$ cat src/uncorrectable_error_status_pkg.sv
// package: offsets, field layouts and reset values of the error reporting registers
package uncorrectable_error_status_pkg;
  localparam logic [11:0] UNCORRECTABLE_ERROR_STATUS_CAP_OFFSET = 12'h100;
  localparam logic [11:0] UNCORRECTABLE_ERROR_STATUS_STATUS_OFFSET = 12'h104;
  localparam logic [11:0] UNCORRECTABLE_ERROR_STATUS_MASK_OFFSET = 12'h108;
  localparam logic [15:0] UNCORRECTABLE_ERROR_STATUS_CAP_ID = 16'h0001;
  localparam logic [3:0] UNCORRECTABLE_ERROR_STATUS_CAP_VERSION = 4'h1;
  localparam logic [11:0] UNCORRECTABLE_ERROR_STATUS_NEXT_LINK_RESET = 12'h000;
  localparam int UNCORRECTABLE_ERROR_STATUS_NEXT_LSB = 20;
  localparam int UNCORRECTABLE_ERROR_STATUS_VER_LSB = 16;
  localparam int UNCORRECTABLE_ERROR_STATUS_B_LEGACY = 0;
  localparam int UNCORRECTABLE_ERROR_STATUS_B_DLP = 4;
  localparam int UNCORRECTABLE_ERROR_STATUS_B_SDOWN = 5;
  localparam int UNCORRECTABLE_ERROR_STATUS_B_POISON = 12;
  localparam int UNCORRECTABLE_ERROR_STATUS_B_FCP = 13;
  localparam int UNCORRECTABLE_ERROR_STATUS_B_CTO = 14;
  localparam int UNCORRECTABLE_ERROR_STATUS_B_ABORT = 15;
  localparam int UNCORRECTABLE_ERROR_STATUS_B_UCOMP = 16;
  localparam int UNCORRECTABLE_ERROR_STATUS_B_ROVR = 17;
  localparam int UNCORRECTABLE_ERROR_STATUS_B_MALF = 18;
  localparam int UNCORRECTABLE_ERROR_STATUS_B_ECRC = 19;
  localparam int UNCORRECTABLE_ERROR_STATUS_B_UR = 20;
  localparam int UNCORRECTABLE_ERROR_STATUS_B_ACCESS = 21;
  localparam int UNCORRECTABLE_ERROR_STATUS_B_INTERNAL = 22;
  localparam int UNCORRECTABLE_ERROR_STATUS_B_MCBLK = 23;
  // bits that software may clear; hardware may set each of them except bit 0
  localparam logic [31:0] UNCORRECTABLE_ERROR_STATUS_STATUS_WMASK = 32'h00FF3031;
  localparam logic [31:0] UNCORRECTABLE_ERROR_STATUS_MASK_WMASK = 32'h00FF3031;
  localparam logic [31:0] UNCORRECTABLE_ERROR_STATUS_STATUS_RESET = 32'h00000000;
  localparam logic [31:0] UNCORRECTABLE_ERROR_STATUS_MASK_RESET = 32'h00000000;
endpackage

$ cat src/uncorrectable_error_status_evt_if.sv
// interface: error event strobes from the detectors into the status register
`timescale 1ns/1ps
interface uncorrectable_error_status_evt_if;
  logic [31:0] set_vec;
  logic [31:0] unmasked;
  modport src (output set_vec, input unmasked);
  modport dst (input set_vec, output unmasked);
endinterface

$ cat src/uncorrectable_error_status_collect.sv
// module: gathers detector strobes into one status set vector
`timescale 1ns/1ps
module uncorrectable_error_status_collect
  import uncorrectable_error_status_pkg::*;
(
  // detector strobes
  input wire logic link_protocol_error,
  input wire logic surprise_down_error,
  input wire logic surprise_down_reporting_capable,
  input wire logic poisoned_packet,
  input wire logic flow_control_error,
  input wire logic unexpected_completion_flag,
  input wire logic receive_overflow_flag,
  input wire logic malformed_packet,
  input wire logic ecrc_error,
  input wire logic unsupported_request,
  input wire logic access_control_violation,
  input wire logic internal_uncorrectable_error,
  input wire logic multicast_blocked_packet,
  // toward the status register
  uncorrectable_error_status_evt_if.src evt
);
  always_comb begin
    evt.set_vec = '0;
    evt.set_vec[UNCORRECTABLE_ERROR_STATUS_B_DLP] = link_protocol_error; // [RQ5]
    evt.set_vec[UNCORRECTABLE_ERROR_STATUS_B_SDOWN] = surprise_down_error & surprise_down_reporting_capable; // [RQ6]
    evt.set_vec[UNCORRECTABLE_ERROR_STATUS_B_POISON] = poisoned_packet; // [RQ7]
    evt.set_vec[UNCORRECTABLE_ERROR_STATUS_B_FCP] = flow_control_error; // [RQ8]
    evt.set_vec[UNCORRECTABLE_ERROR_STATUS_B_UCOMP] = unexpected_completion_flag; // [RQ11]
    evt.set_vec[UNCORRECTABLE_ERROR_STATUS_B_ROVR] = receive_overflow_flag; // [RQ12]
    evt.set_vec[UNCORRECTABLE_ERROR_STATUS_B_MALF] = malformed_packet; // [RQ13]
    evt.set_vec[UNCORRECTABLE_ERROR_STATUS_B_ECRC] = ecrc_error; // [RQ14]
    evt.set_vec[UNCORRECTABLE_ERROR_STATUS_B_UR] = unsupported_request; // [RQ15]
    // an abort caused by access control is logged here only, never as completer abort
    evt.set_vec[UNCORRECTABLE_ERROR_STATUS_B_ACCESS] = access_control_violation; // [RQ16] [RQ10]
    evt.set_vec[UNCORRECTABLE_ERROR_STATUS_B_INTERNAL] = internal_uncorrectable_error; // [RQ17]
    evt.set_vec[UNCORRECTABLE_ERROR_STATUS_B_MCBLK] = multicast_blocked_packet; // [RQ18]
  end
endmodule

$ cat src/uncorrectable_error_status_report.sv
// module: registers the unmasked error report pulses
`timescale 1ns/1ps
module uncorrectable_error_status_report
  import uncorrectable_error_status_pkg::*;
(
  // clock and reset
  input wire logic clk,
  input wire logic reset,
  // mask and events
  input wire logic [31:0] mask,
  uncorrectable_error_status_evt_if.dst evt,
  // reporting
  output logic [31:0] report
);
  typedef struct packed {
    logic [31:0] report;
  } uncorrectable_error_status_rep_t;
  uncorrectable_error_status_rep_t st;
  uncorrectable_error_status_rep_t next_st;
  // masked errors still reach the status bit; only the report is withheld
  always_comb begin
    next_st.report = evt.set_vec & ~mask & UNCORRECTABLE_ERROR_STATUS_MASK_WMASK; // [RQ19]
    evt.unmasked = st.report;
  end
  always_ff @(posedge clk) begin
    if (reset) begin
      st <= '0;
    end else begin
      st <= next_st;
    end
  end
  assign report = st.report;
endmodule

$ cat src/uncorrectable_error_status_top.sv
// module: error reporting capability header, uncorrectable status and mask registers
`timescale 1ns/1ps
// What this block does
// RQ1 - header bits 15:0 read only, return capability identifier 0x1
// RQ2 - header bits 19:16 read only, return version 0x1
// RQ3 - next link bits 31:20 writable only while unlocked; zero ends chain
// RQ4 - status bit 0 sticky, write one clears, hardware never sets it
// RQ5 - status bit 4 set on data link protocol error
// RQ6 - status bit 5 set on surprise down only if reporting capable
// RQ7 - status bit 12 set on received poisoned packet
// RQ8 - status bit 13 set on flow control protocol violation
// RQ9 - status bit 14 completion timeout hardwired to zero
// RQ10 - status bit 15 never set; access aborts log as access violation
// RQ11 - status bit 16 set on unexpected completion
// RQ12 - status bit 17 set on receive buffer overflow
// RQ13 - status bit 18 set on malformed packet
// RQ14 - status bit 19 set on end-to-end crc failure
// RQ15 - status bit 20 set on unsupported request
// RQ16 - status bit 21 set on access-control violation
// RQ17 - status bit 22 set on internal uncorrectable error
// RQ18 - status bit 23 set on blocked multicast packet
// RQ19 - mask bit suppresses reporting but status bit still sets
// RQ20 - writing one clears, zero keeps; sticky bits survive non-power-on reset
// RQ21 - reserved status bits read zero, writes ignored
module uncorrectable_error_status_top
  import uncorrectable_error_status_pkg::*;
(
  // clock and resets
  input wire logic clk,
  input wire logic reset,
  input wire logic sticky_reset,
  // configuration access
  input wire logic cfg_rd,
  input wire logic cfg_wr,
  input wire logic [11:0] cfg_addr,
  input wire logic [3:0] cfg_be,
  input wire logic [31:0] cfg_wdata,
  input wire logic cfg_write_lock,
  output logic [31:0] cfg_rdata,
  output logic cfg_rvalid,
  // detector strobes
  input wire logic link_protocol_error,
  input wire logic surprise_down_error,
  input wire logic surprise_down_reporting_capable,
  input wire logic poisoned_packet,
  input wire logic flow_control_error,
  input wire logic unexpected_completion_flag,
  input wire logic receive_overflow_flag,
  input wire logic malformed_packet,
  input wire logic ecrc_error,
  input wire logic unsupported_request,
  input wire logic access_control_violation,
  input wire logic internal_uncorrectable_error,
  input wire logic multicast_blocked_packet,
  // reporting
  output logic [31:0] error_report,
  output logic [31:0] uncorrectable_error_status
);
  // ---------------------------------------------------------------
  // state
  // ---------------------------------------------------------------
  typedef struct packed {
    logic [11:0] next_link;
    logic [31:0] rdata;
    logic rvalid;
  } uncorrectable_error_status_ctl_t;

  typedef struct packed {
    logic [31:0] status;
    logic [31:0] mask;
  } uncorrectable_error_status_sticky_t;

  uncorrectable_error_status_ctl_t st;
  uncorrectable_error_status_ctl_t next_st;
  uncorrectable_error_status_sticky_t sk;
  uncorrectable_error_status_sticky_t next_sk;
  uncorrectable_error_status_evt_if evt ();

  function automatic logic [31:0] be_mask(input logic [3:0] be);
    be_mask = {{8{be[3]}}, {8{be[2]}}, {8{be[1]}}, {8{be[0]}}};
  endfunction

  uncorrectable_error_status_collect u_collect (
    .link_protocol_error(link_protocol_error),
    .surprise_down_error(surprise_down_error),
    .surprise_down_reporting_capable(surprise_down_reporting_capable),
    .poisoned_packet(poisoned_packet),
    .flow_control_error(flow_control_error),
    .unexpected_completion_flag(unexpected_completion_flag),
    .receive_overflow_flag(receive_overflow_flag),
    .malformed_packet(malformed_packet),
    .ecrc_error(ecrc_error),
    .unsupported_request(unsupported_request),
    .access_control_violation(access_control_violation),
    .internal_uncorrectable_error(internal_uncorrectable_error),
    .multicast_blocked_packet(multicast_blocked_packet),
    .evt(evt.src)
  );

  uncorrectable_error_status_report u_report (
    .clk(clk),
    .reset(reset),
    .mask(sk.mask),
    .evt(evt.dst),
    .report(error_report)
  );

  // ---------------------------------------------------------------
  // register access
  // ---------------------------------------------------------------
  always_comb begin
    logic [31:0] wbits;
    logic [31:0] clr;
    wbits = cfg_wdata & be_mask(cfg_be);
    clr = '0;
    next_st = st;
    next_sk = sk;
    next_st.rvalid = cfg_rd;
    next_st.rdata = '0;
    if (cfg_wr && cfg_addr == UNCORRECTABLE_ERROR_STATUS_CAP_OFFSET && !cfg_write_lock) begin
      if (cfg_be[2]) begin
        next_st.next_link[3:0] = cfg_wdata[UNCORRECTABLE_ERROR_STATUS_NEXT_LSB +: 4]; // [RQ3]
      end
      if (cfg_be[3]) begin
        next_st.next_link[11:4] = cfg_wdata[UNCORRECTABLE_ERROR_STATUS_NEXT_LSB + 4 +: 8]; // [RQ3]
      end
    end
    if (cfg_wr && cfg_addr == UNCORRECTABLE_ERROR_STATUS_STATUS_OFFSET) begin
      // only ones clear; reserved and hardwired positions are outside the mask
      clr = wbits & UNCORRECTABLE_ERROR_STATUS_STATUS_WMASK; // [RQ20] [RQ21] [RQ4]
    end
    if (cfg_wr && cfg_addr == UNCORRECTABLE_ERROR_STATUS_MASK_OFFSET) begin
      next_sk.mask = (sk.mask & ~be_mask(cfg_be))
        | (wbits & UNCORRECTABLE_ERROR_STATUS_MASK_WMASK);
    end
    // a set arriving with its clear wins, so no event is lost
    next_sk.status = ((sk.status & ~clr) | evt.set_vec) & UNCORRECTABLE_ERROR_STATUS_STATUS_WMASK; // [RQ19] [RQ9]
    if (cfg_rd) begin
      unique case (cfg_addr)
        UNCORRECTABLE_ERROR_STATUS_CAP_OFFSET: begin
          next_st.rdata = {st.next_link, UNCORRECTABLE_ERROR_STATUS_CAP_VERSION, UNCORRECTABLE_ERROR_STATUS_CAP_ID}; // [RQ1] [RQ2]
        end
        UNCORRECTABLE_ERROR_STATUS_STATUS_OFFSET: begin
          next_st.rdata = sk.status & UNCORRECTABLE_ERROR_STATUS_STATUS_WMASK; // [RQ21] [RQ9] [RQ10]
        end
        UNCORRECTABLE_ERROR_STATUS_MASK_OFFSET: begin
          next_st.rdata = sk.mask;
        end
        default: begin
          next_st.rdata = '0;
        end
      endcase
    end
  end

  // ---------------------------------------------------------------
  // registers
  // ---------------------------------------------------------------
  always_ff @(posedge clk) begin
    if (reset) begin
      st.next_link <= UNCORRECTABLE_ERROR_STATUS_NEXT_LINK_RESET;
      st.rdata <= '0;
      st.rvalid <= 1'b0;
    end else begin
      st <= next_st;
    end
  end

  // sticky state follows only the power-on reset
  always_ff @(posedge clk) begin
    if (sticky_reset) begin
      sk.status <= UNCORRECTABLE_ERROR_STATUS_STATUS_RESET; // [RQ20]
      sk.mask <= UNCORRECTABLE_ERROR_STATUS_MASK_RESET;
    end else begin
      sk <= next_sk;
    end
  end

  assign cfg_rdata = st.rdata;
  assign cfg_rvalid = st.rvalid;
  assign uncorrectable_error_status = sk.status;
endmodule

$ cat config.mk
export PLATFORM = sky130hd
export DESIGN_NAME = uncorrectable_error_status_top
export DESIGN_NICKNAME = d
export VERILOG_FILES = /design/src/uncorrectable_error_status_pkg.sv /design/src/uncorrectable_error_status_evt_if.sv /design/src/uncorrectable_error_status_collect.sv /design/src/uncorrectable_error_status_report.sv /design/src/uncorrectable_error_status_top.sv
export SDC_FILE = /design/constraint.sdc
export NUM_CORES = 1
export LEC_CHECK = 0
export ABC_AREA = 1
export BUFFER_PORTS_ARGS = -buffer_cell sky130_fd_sc_hd__buf_2
export CAP_MARGIN = 25
export CORE_AREA = 2 2 106 108
export CTS_BUF_LIST = sky130_fd_sc_hd__clkbuf_2 sky130_fd_sc_hd__clkbuf_4 sky130_fd_sc_hd__clkbuf_8
export CTS_CLUSTER_SIZE = 20
export DETAILED_ROUTE_END_ITERATION = 10
export DIE_AREA = 0 0 108 110
export PLACE_DENSITY = 0.79
export SETUP_SLACK_MARGIN = 0.4
export SYNTH_ARGS = -nofsm -noshare
export SYNTH_HDL_FRONTEND = slang
export SYNTH_HIERARCHICAL = 1
export SYNTH_SLANG_ARGS = --single-unit
$ cat constraint.sdc
create_clock -name clk -period 3 [get_ports clk]
set_input_delay 0.3 -clock clk [delete_from_list [all_inputs] [get_ports clk]]
set_output_delay 0.3 -clock clk [all_outputs]
set_load 0.005 [all_outputs]
# Word level (Yosys, flattened, before mapping)
# Cells that the tools add are included.
# op_classes
eq_ne	3
muxes	2
n_bitwise	11
reduce_logical	8
# op_table
op	n
one-hot mux 32 bit (3 select lines)	1
AND 24 bit	3
NOT 24 bit	2
equality test 12 x 9 -> 1 bit (second input constant)	3
AND 32 bit	1
NOT 32 bit	1
bitwise OR 32 x 24 -> 32 bit	1
two-way mux 24 bit	1
bitwise OR 24 bit	1
logical AND 1 bit	4
AND reduction 2 bit	2
OR reduction 2 bit	1
AND 1 bit	1
zero test 1 bit	1
NOT 1 bit	1
# totals
reg_bits	122
inputBits	67
word_cells	32

# Longest topological paths before layout
# Gate-level depths: netlist of run 1.
# logic_depth
word_depth	6
ltp_mapped	10

# By module
# The synthesis of run 1 kept the hierarchy.
# modules_own_cells
mod	instances	cells_per_inst	area_per_inst_um2
uncorrectable_error_status_top	1	599	4205.3
uncorrectable_error_status_report	1	93	764.5
uncorrectable_error_status_collect	1	34	244.0

# Least setup slack after synthesis of run 1
# OpenSTA, ideal clock, no wires.
# synth_timing
path_type	input to register
startpoint	input port cfg_addr[1]
endpoint	register (tool-made name)
setup_time_ns	0.128
t_arrival_ns	1.207
path_slack_ns	1.665
path_stages	9
path_cell_list	inv_1 > nand2_1 > nor2_4 > inv_2 > nor2_8 > buf_2 > nand4_1 > nand2_1 > nor2_1
# synth_rtl
element	line_no	source
start: declaration	uncorrectable_error_status_top.sv:35	input wire logic [11:0] cfg_addr,

# Final worst setup path of run 1
# layout_timing
startpoint	input port cfg_addr[2]
endpoint	register st, in the netlist cfg_rdata[12]
# layout_between
elab_chain_len	2
elab_cells_between_ends	4
cone_classes	3 x eq/ne; 1 x mux
# layout_rtl
element	line_no	source
equality test 12 x 9 -> 1 bit	uncorrectable_error_status_top.sv:139	unique case (cfg_addr)
one-hot mux 32 bit (3 select lines) (*)	uncorrectable_error_status_top.sv:139	
end signal: assignment	uncorrectable_error_status_top.sv:165	st <= next_st;
end: declaration	uncorrectable_error_status_top.sv:73	uncorrectable_error_status_ctl_t st;
# Every way passes the cells marked *; elsewhere a longest branch is shown, timed or not.
# A chain may end at the register's enable or synchronous reset.

==> results of run 1 <==
[how the worst min path moves through the flow]
stage | to | startpoint | slack (ps)
finish | st[39]$_SDFFE_PP0P_ | cfg_wdata[26] | 150
global route | st[38]$_SDFFE_PP0P_ | cfg_wdata[25] | 140
CTS | st[39]$_SDFFE_PP0P_ | cfg_wdata[26] | 140
detailed placement | u_report/evt.unmasked[13]$_SDFF_PP0_ | flop | 400
global placement | u_report/evt.unmasked[12]$_SDFF_PP0_ | flop | 400
floorplan | st[33]$_SDFFE_PP0P_ | reset | 370
[cell type report]
type | count | area, µm² | share of cell area, %
inverters | 121 | 454 | 8.89
well taps | 140 | 175 | 3.43
clock inverters | 6 | 70.1 | 1.37
flip-flops and latches | 103 | 2060 | 40.4
multi-input cells | 370 | 1620 | 31.8
repair buffers | 118 | 601 | 11.8
clock buffers | 9 | 124 | 2.42
[through the flow]
stage / total power [mW] / setup slack [ps] / utilization, % / hold slack, ps
detailed placement: 1.60 / 829 / 46.0 / 400
floorplan: 1.59 / 1670 / - / 372
global placement: 1.60 / 868 / 46.0 / 402
CTS: 2.46 / 1210 / 47.8 / 143
finish: 2.44 / 1260 / 47.8 / 153
global route: 2.55 / 1060 / 47.8 / 138
[critical path: cells and delay by family]
family                 cells  cell delay [ps]
buffers and inverters      4              360
and+or+nand+nor            6             1370
[power by group through the flow]
| stage | Combinational, mW | Sequential (mW) | Clock, mW |
|---|---|---|---|
| floorplan | 0.162 | 1.43 | 0 |
| global route | 0.193 | 1.40 | 0.952 |
| detailed placement | 0.167 | 1.43 | 0 |
| global placement | 0.165 | 1.43 | 0 |
| finish | 0.168 | 1.40 | 0.875 |
| CTS | 0.168 | 1.40 | 0.895 |
[routing by layer]
metal	GRT usage [%]	part of all wire (%)	wire (µm)	up-vias
li1	-	-	-	1988
met1	21.2	44	4430	1647
met2	30.5	47	4780	118
met3	4.12	6.8	683	15
met4	6.68	1.6	163	2
met5	0	0.11	11	-
==> results by stage, run 1 <==
Run status:
- The flow ran to the end, and the final reports show no timing, DRC or antenna violations.

Clock tree:
- The clock slew at the register clock pins of the worst setup and hold paths is approximately 100 ps.
- CTS placed an instance of sky130_fd_sc_hd__clkbuf_8 at the clock tree root.
- CTS saw 103 sinks.
- Buffers inserted to repair hold after CTS numbered 0.
- After clock tree synthesis, the setup repair step added 0 buffers.
- The clock tree from TritonCTS is built.
- The clock latency on the worst-skew pair is 360 ps.
- The TritonCTS buffer count is 9.
- The largest buffer count on any clock path is 2.
- Post-CTS repair changed the size of 0 cells.
- The H-tree was split into 3 levels.

Detailed routing:
- Once detail routing completed, the nets flagged for antenna violations numbered 0.
- The number of iterations in the first detailed-routing pass is 5.
- The detailed-route DRC error count is 0.
- After detailed routing, the number of vias per cell comes to 4.35.
- The first routing iteration left 160 violations.
- The routed layout has about 3800 vias.
- The aggregate routed wire length is roughly 10000 µm.
- The average wire per standard cell is 11.6 µm.

Finish:
- The number of inserted filler cells in the final layout is ~1200.
- Compared with the post-synthesis result, the final layout area differs by 3.68%.
- The finished layout cell area is 5110 µm².
- For this run, the post-layout net count is slightly below 800.
- The final instance count without filler cells is 867.
- Leaving out fill and tap cells, the most frequent cell in the layout is sky130_fd_sc_hd__nand2_1.
- Leaving out fill and tap cells, the most frequent cells in the layout are sky130_fd_sc_hd__nand2_1 (156), sky130_fd_sc_hd__buf_2 (114), sky130_fd_sc_hd__inv_1 (109).
- The diode insertion count for antenna repair is 0.
- The fraction of layout instances using a drive strength above 1 is 21.2%.

Worst setup path:
- The data arrival time at the worst-slack endpoint is 2050 ps.
- The worst reg2reg path depth is 4.
- The delay of the slowest critical-path stage is around 440 ps.
- For this design, the slowest cell found on the critical path is sky130_fd_sc_hd__nor2_4.
- STA classifies the critical path startpoint as a primary input.
- Data on the critical path is required at its endpoint by approximately 3300 ps.
- Walking the worst path, the cells encountered are buf_2, inv_2, nand2_2, nor2_4, inv_2, nor2_8, nor2_1, nor2_4, nand2_1, inv_2.
- The endpoint of the worst setup timing path is cfg_rdata[12]$_SDFF_PP0_.
- The critical path in this run is classified as in2reg.
- The startpoint of the worst setup timing path is cfg_addr[2].
- By instance count, the cell type seen most on the critical path is sky130_fd_sc_hd__inv_2.
- The worst flop-to-flop path endpoint is cfg_rdata[18]$_SDFF_PP0_.
- The setup slack of the worst register-to-register path is roughly 2200 ps.
- The largest fanout on the critical path is 28.
- The worst setup path is captured at a flop.

Job:
- Max-cap violations in this run came to 0.

Global routing:
- Global routing used roughly 18% of the available tracks across all layers.
- The wire length of the first global-routing pass is 16200 µm.
- The initial antenna violation count was 1.
- The pin count of the biggest net entering global routing is 31.
- The number of global-route vias before repair is 3382.
- Global routing finished with a remaining overflow of 0.

Place:
- During placement, the flow inserted port buffers numbering 114.
- The placement-stage cell area is around 4900 µm².
- The half-perimeter wire length of the detailed placement result is approximately 7100 µm.
- The number of placed instances, taps included, is ~850.
- The last weighted congestion value of the routability-driven placer is ~0.75.

Synthesis:
- The Yosys step of the flow raised 6 warnings.
- The synthesized netlist occupies a cell area of just under 5000 µm².
- The cell count after synthesis came out at about 690.
- The mean cell area of the mapped netlist is 7.16 µm².

Floorplan:
- The width of the chip is approximately 110 µm.
- The initial standard-cell utilization of the core is 46.1%.
- The number of placement rows is 38.
- The die outline area is ~12000 µm².
- The die extent in y is roughly 110 µm.
- The top-level I/O count is between 150 and 200.
- The core region is about 11000 µm².

Pwr:
- The leakage power is a little under 3 nW.
- The maximum vdd ir drop is about 0.00026 V.
- Sequential cells account for about 57% of the total power.
- Power spread over the standard cell area amounts to 478 nW/µm².
- The switching portion of total power is 24.7%.
- In this run, the clock network consumes 35.8% of the power.
- Internal power comes to between 1.5 and 2 mW.
- The analysis attributes to net switching a power of approximately 0.6 mW.
- Of the total power, combinational logic draws under 10%.

Hold path:
- Along the worst hold path, the cell count comes to 3.
- The path class of the tightest hold or removal check is in2reg.

Timing:
- The setup violation total in the final timing report is 0.
- The hold violation count in the final report is 0.
- The maximum clock skew at final layout is roughly 10 ps.
- Summed over all failing endpoints, the final setup total negative slack is 0 ps.
- Derived from the worst setup path, the maximum achievable clock frequency is ~0.57 GHz.
- Setup repair after global routing left no endpoint under its margin.
- In the finished design, the share of the clock period the worst path needs comes to between 50% and 60%.
- In this run the tightest slew margin relative to its limit is roughly three fifths.
- The transition at the pin with the smallest max-transition slack is 579 ps.
- For the finished layout, the period the worst path requires is about 1700 ps.
- The count of final max-slew check failures is 0.
Note: power is estimated with default switching activity, not from simulation.
==> run 2: changes to the inputs <==
--- a/config.mk
+++ b/config.mk
@@ -5,7 +5,7 @@
 export SDC_FILE = /design/constraint.sdc
 export NUM_CORES = 1
 export LEC_CHECK = 0
-export ABC_AREA = 1
+export ABC_AREA = 0
 export BUFFER_PORTS_ARGS = -buffer_cell sky130_fd_sc_hd__buf_2
 export CAP_MARGIN = 25
 export CORE_AREA = 2 2 106 108
@@ -13,7 +13,7 @@
 export CTS_CLUSTER_SIZE = 20
 export DETAILED_ROUTE_END_ITERATION = 10
 export DIE_AREA = 0 0 108 110
-export PLACE_DENSITY = 0.79
+export PLACE_DENSITY = 0.8
 export SETUP_SLACK_MARGIN = 0.4
 export SYNTH_ARGS = -nofsm -noshare
 export SYNTH_HDL_FRONTEND = slang
==> constraint.sdc (replaced) <==
create_clock -name clk -period 1.51 [get_ports clk]
set_input_delay 0.151 -clock clk [delete_from_list [all_inputs] [get_ports clk]]
set_output_delay 0.151 -clock clk [all_outputs]
set_load 0.005 [all_outputs]
==> run 2 against run 1 <==
Design area grew 11%. Via count shrank 9.8%. Sequential share of layout area shrank 4.0 points. First-iteration DRC count shrank 44%. Register-to-register slack lost 1600 ps. Critical path depth shrank 5. Die area is the same. Flip-flop and latch count is the same. Critical endpoint is now st[38]$_SDFFE_PP0P_.
==> results by stage, run 2 <==
Worst setup path:
- The worst setup path is captured at a flop.
- The worst setup path is of the in2reg kind.
- On the worst path, the slowest cell contributes a delay of about 640 ps.
- The largest fanout on the critical path is 8.
- Setup slack on the worst reg-to-reg path comes out at ~660 ps.
- In this run the worst setup path begins at cfg_addr[11].
- The startpoint of the lowest-slack register-to-register path is uncorrectable_error_status[20]$_SDFF_PP0_.
- The worst setup path is launched from a primary input.
- The signal on the critical path passes through buf_6, or4b_4, nor4_4, buf_12, mux2i_1.
- The data arrival time at the worst-slack endpoint is 1610 ps.
- For the worst setup path, the data required time is between 1500 and 2000 ps.
- The largest individual stage delay along the critical path comes from the cell sky130_fd_sc_hd__or4b_4.

Detailed routing:
- After detailed routing, the number of remaining DRC violations is 0.
- The first detailed-routing pass ran for 4 iterations.
- The total number of vias is around 3400.
- After detailed routing, the average wire length per cell comes to 14.8 µm.
- The number of DRC markers in iteration 0 is 90.
- The via count normalized by instance count is between 4 and 5.
- The routed design has between 10000 and 15000 µm of wire.
- The count of nets left with antenna violations once routing finished came out at 0.

Finish:
- The number of antenna diodes in the final layout is 0.
- The area used by sequential logic in the layout is approximately 2100 µm².
- The leading cell type in the layout, fill and taps excluded is sky130_fd_sc_hd__buf_2.
- Leaving out fill and tap cells, the most frequent cells in the layout are sky130_fd_sc_hd__buf_2 (107), sky130_fd_sc_hd__dfxtp_1 (101), sky130_fd_sc_hd__nand2b_1 (50).
- In the final design database the tool counted around 640 nets.
- Compared with the post-synthesis result, the final layout area differs by 18.6%.
- The number of inserted filler cells in the final layout is 992.
- At the end of the flow the core is filled with cells to 53.1%.
- The fraction of layout instances using a drive strength above 1 is between 30% and 40%.
- The area of combinational cells with multiple inputs is 2090 µm².

Pwr:
- The portion of total power attributed to the clock network is about 36%.
- The internal power is between 3 and 4 mW.
- IR analysis of the VDD net gives a maximum drop of roughly 0.00043 V.
- The power per cell area is approximately 910 nW/µm².
- The leakage power is around 2.5 nW.
- Net switching is 23.3% of the power.
- Per report_power, the sequential group accounts for 53.9% of the total.
- Summed over all nets, the switching power comes to roughly 1.2 mW.
- The proportion of power drawn by combinational gates is under 10%.

Clock tree:
- The cell sitting at the root of the clock tree is a sky130_fd_sc_hd__clkbuf_8.
- For this design, the sink count on the clock tree is between 100 and 150.
- After clock tree synthesis, the clock-pin slew on the worst setup and hold paths is roughly 100 ps.
- TritonCTS created 9 clock buffers.
- The clock passes through at most 2 buffers.
- The clock latency on the worst-skew pair is 360 ps.
- The H-tree was split into 3 levels.
- TritonCTS built the clock tree.

Job:
- Max-cap violations in this run came to 0.

Synthesis:
- During synthesis, Yosys emitted a total of 6 warnings.
- A synthesized cell averages a little under 10 µm².
- The cell area after synthesis is approximately 4800 µm².
- The count of mapped cells out of synthesis is slightly below 500.

Floorplan:
- After floorplanning, the core was divided into 38 placement rows.
- The die extent in y is between 100 and 150 µm.
- The width of the chip is 108 µm.
- The initial standard-cell utilization of the core is between 40 and 50%.
- The floorplan step defined a die boundary enclosing approximately 12000 µm².
- The core region is 10700 µm².
- The top-level I/O count is roughly 160.

Timing:
- Final hold analysis gives a worst-case slack of 9.36 ps.
- The post-route setup TNS is 0 ps.
- The shortest period the worst path allows is ~1300 ps.
- The final critical path takes up between 80% and 90% of the cycle.
- Setup repair after global routing could not meet its margin everywhere.
- The setup violation total in the final timing report is 0.
- The hold violation count in the final report is 0.
- The final critical-path setup slack is 197 ps.
- The count of final max-slew check failures came to 0.
- For this run, the top clock speed supported by timing is around 0.76 GHz.
- For the final database, setup skew stands at between 7 and 8 ps.

Global routing:
- In this run the most used layer during global routing was met2.
- The first global-routing pass estimated between 15000 and 20000 µm of wire.
- The pin count of the biggest net entering global routing is 26.
- The total routing usage reported by global routing is about 18%.
- Global routing consumed, on the met3 layer, under 10% of the routing resources.
- For this run the aggregate overflow at the end of global routing stands at 0.
- The initial antenna violation count came to 0.
- For met1 alone, demand over resource in global routing was around 21%.
- For met2 alone, demand over resource in global routing was between 30% and 40%.
- The number of global-route vias before repair is 3295.

Place:
- Once detailed placement completed, the half-perimeter wirelength came to ~7700 µm.
- The post-place setup slack is -224 ps.
- The congestion estimate from routability-driven global placement came to approximately 0.8.
- In this run the tool buffered the top-level ports with approximately 110 buffer cells.

Hold path:
- The worst hold path belongs to the class in2reg.
- The worst hold path startpoint is cfg_wdata[21].

Run status:
- The run finished with clean final reports.
run 2: worst paths after layout:
check / end / cells past startpoint
setup / recovery: st[38]$_SDFFE_PP0P_ / 5
hold / removal: uncorrectable_error_status[21]$_SDFF_PP0_ / 2
setup reg to reg: cfg_rdata[20]$_SDFF_PP0_ / 3
hold reg to reg: cfg_rdata[3]$_SDFF_PP0_ / 1
run 2: routing by layer:
layer	wire, µm	vias up
met5	0	-
met4	166	0
met3	638	13
met2	5260	112
met1	4510	1623
li1	-	1653
run 2: power by group through the flow:
stage	Clock (mW)	Sequential, mW	Combinational (mW)
CTS	1.92	2.78	0.497
finish	1.87	2.79	0.514
global route	2.03	2.79	0.559
floorplan	0	2.84	0.388
global placement	0	2.85	0.447
detailed placement	0	2.85	0.460
run 2: stage by stage:
step	cell area, µm²	power, mW	std cells
floorplan	5080	3.23	519
global placement	5200	3.29	689
detailed placement	5200	3.31	689
CTS	5590	5.20	715
global route	5680	5.38	716
finish	5680	5.17	716
run 2: repair_timing:
| item | in CTS | in global routing |
|---|---|---|
| resized for setup | 18 | 20 |
| gates cloned | 1 | 0 |
| buffers inserted | 2 | 1 |
| hold buffers | 7 | 0 |
| hold endpoints to repair | 7 | 0 |
| pin swaps | 20 | 11 |
| setup endpoints to repair | 57 | 73 |
run 2: area by class of cell:
cell class,instances,area share [%]
Timing Repair Buffer,168,19.1
Sequential cell,103,36.3
Tap cell,140,3.08
Clock buffer,10,2.31
Multi-Input combinational cell,274,36.7
Inverter,15,0.991
Clock inverter,6,1.50
run 2: worst max-delay path: cells and delay by family:
| family | cells | cell delay, ps |
|---|---|---|
| AND/OR/NAND/NOR | 2 | 980 |
| buffers and inverters | 2 | 270 |
| multiplexers | 1 | 190 |
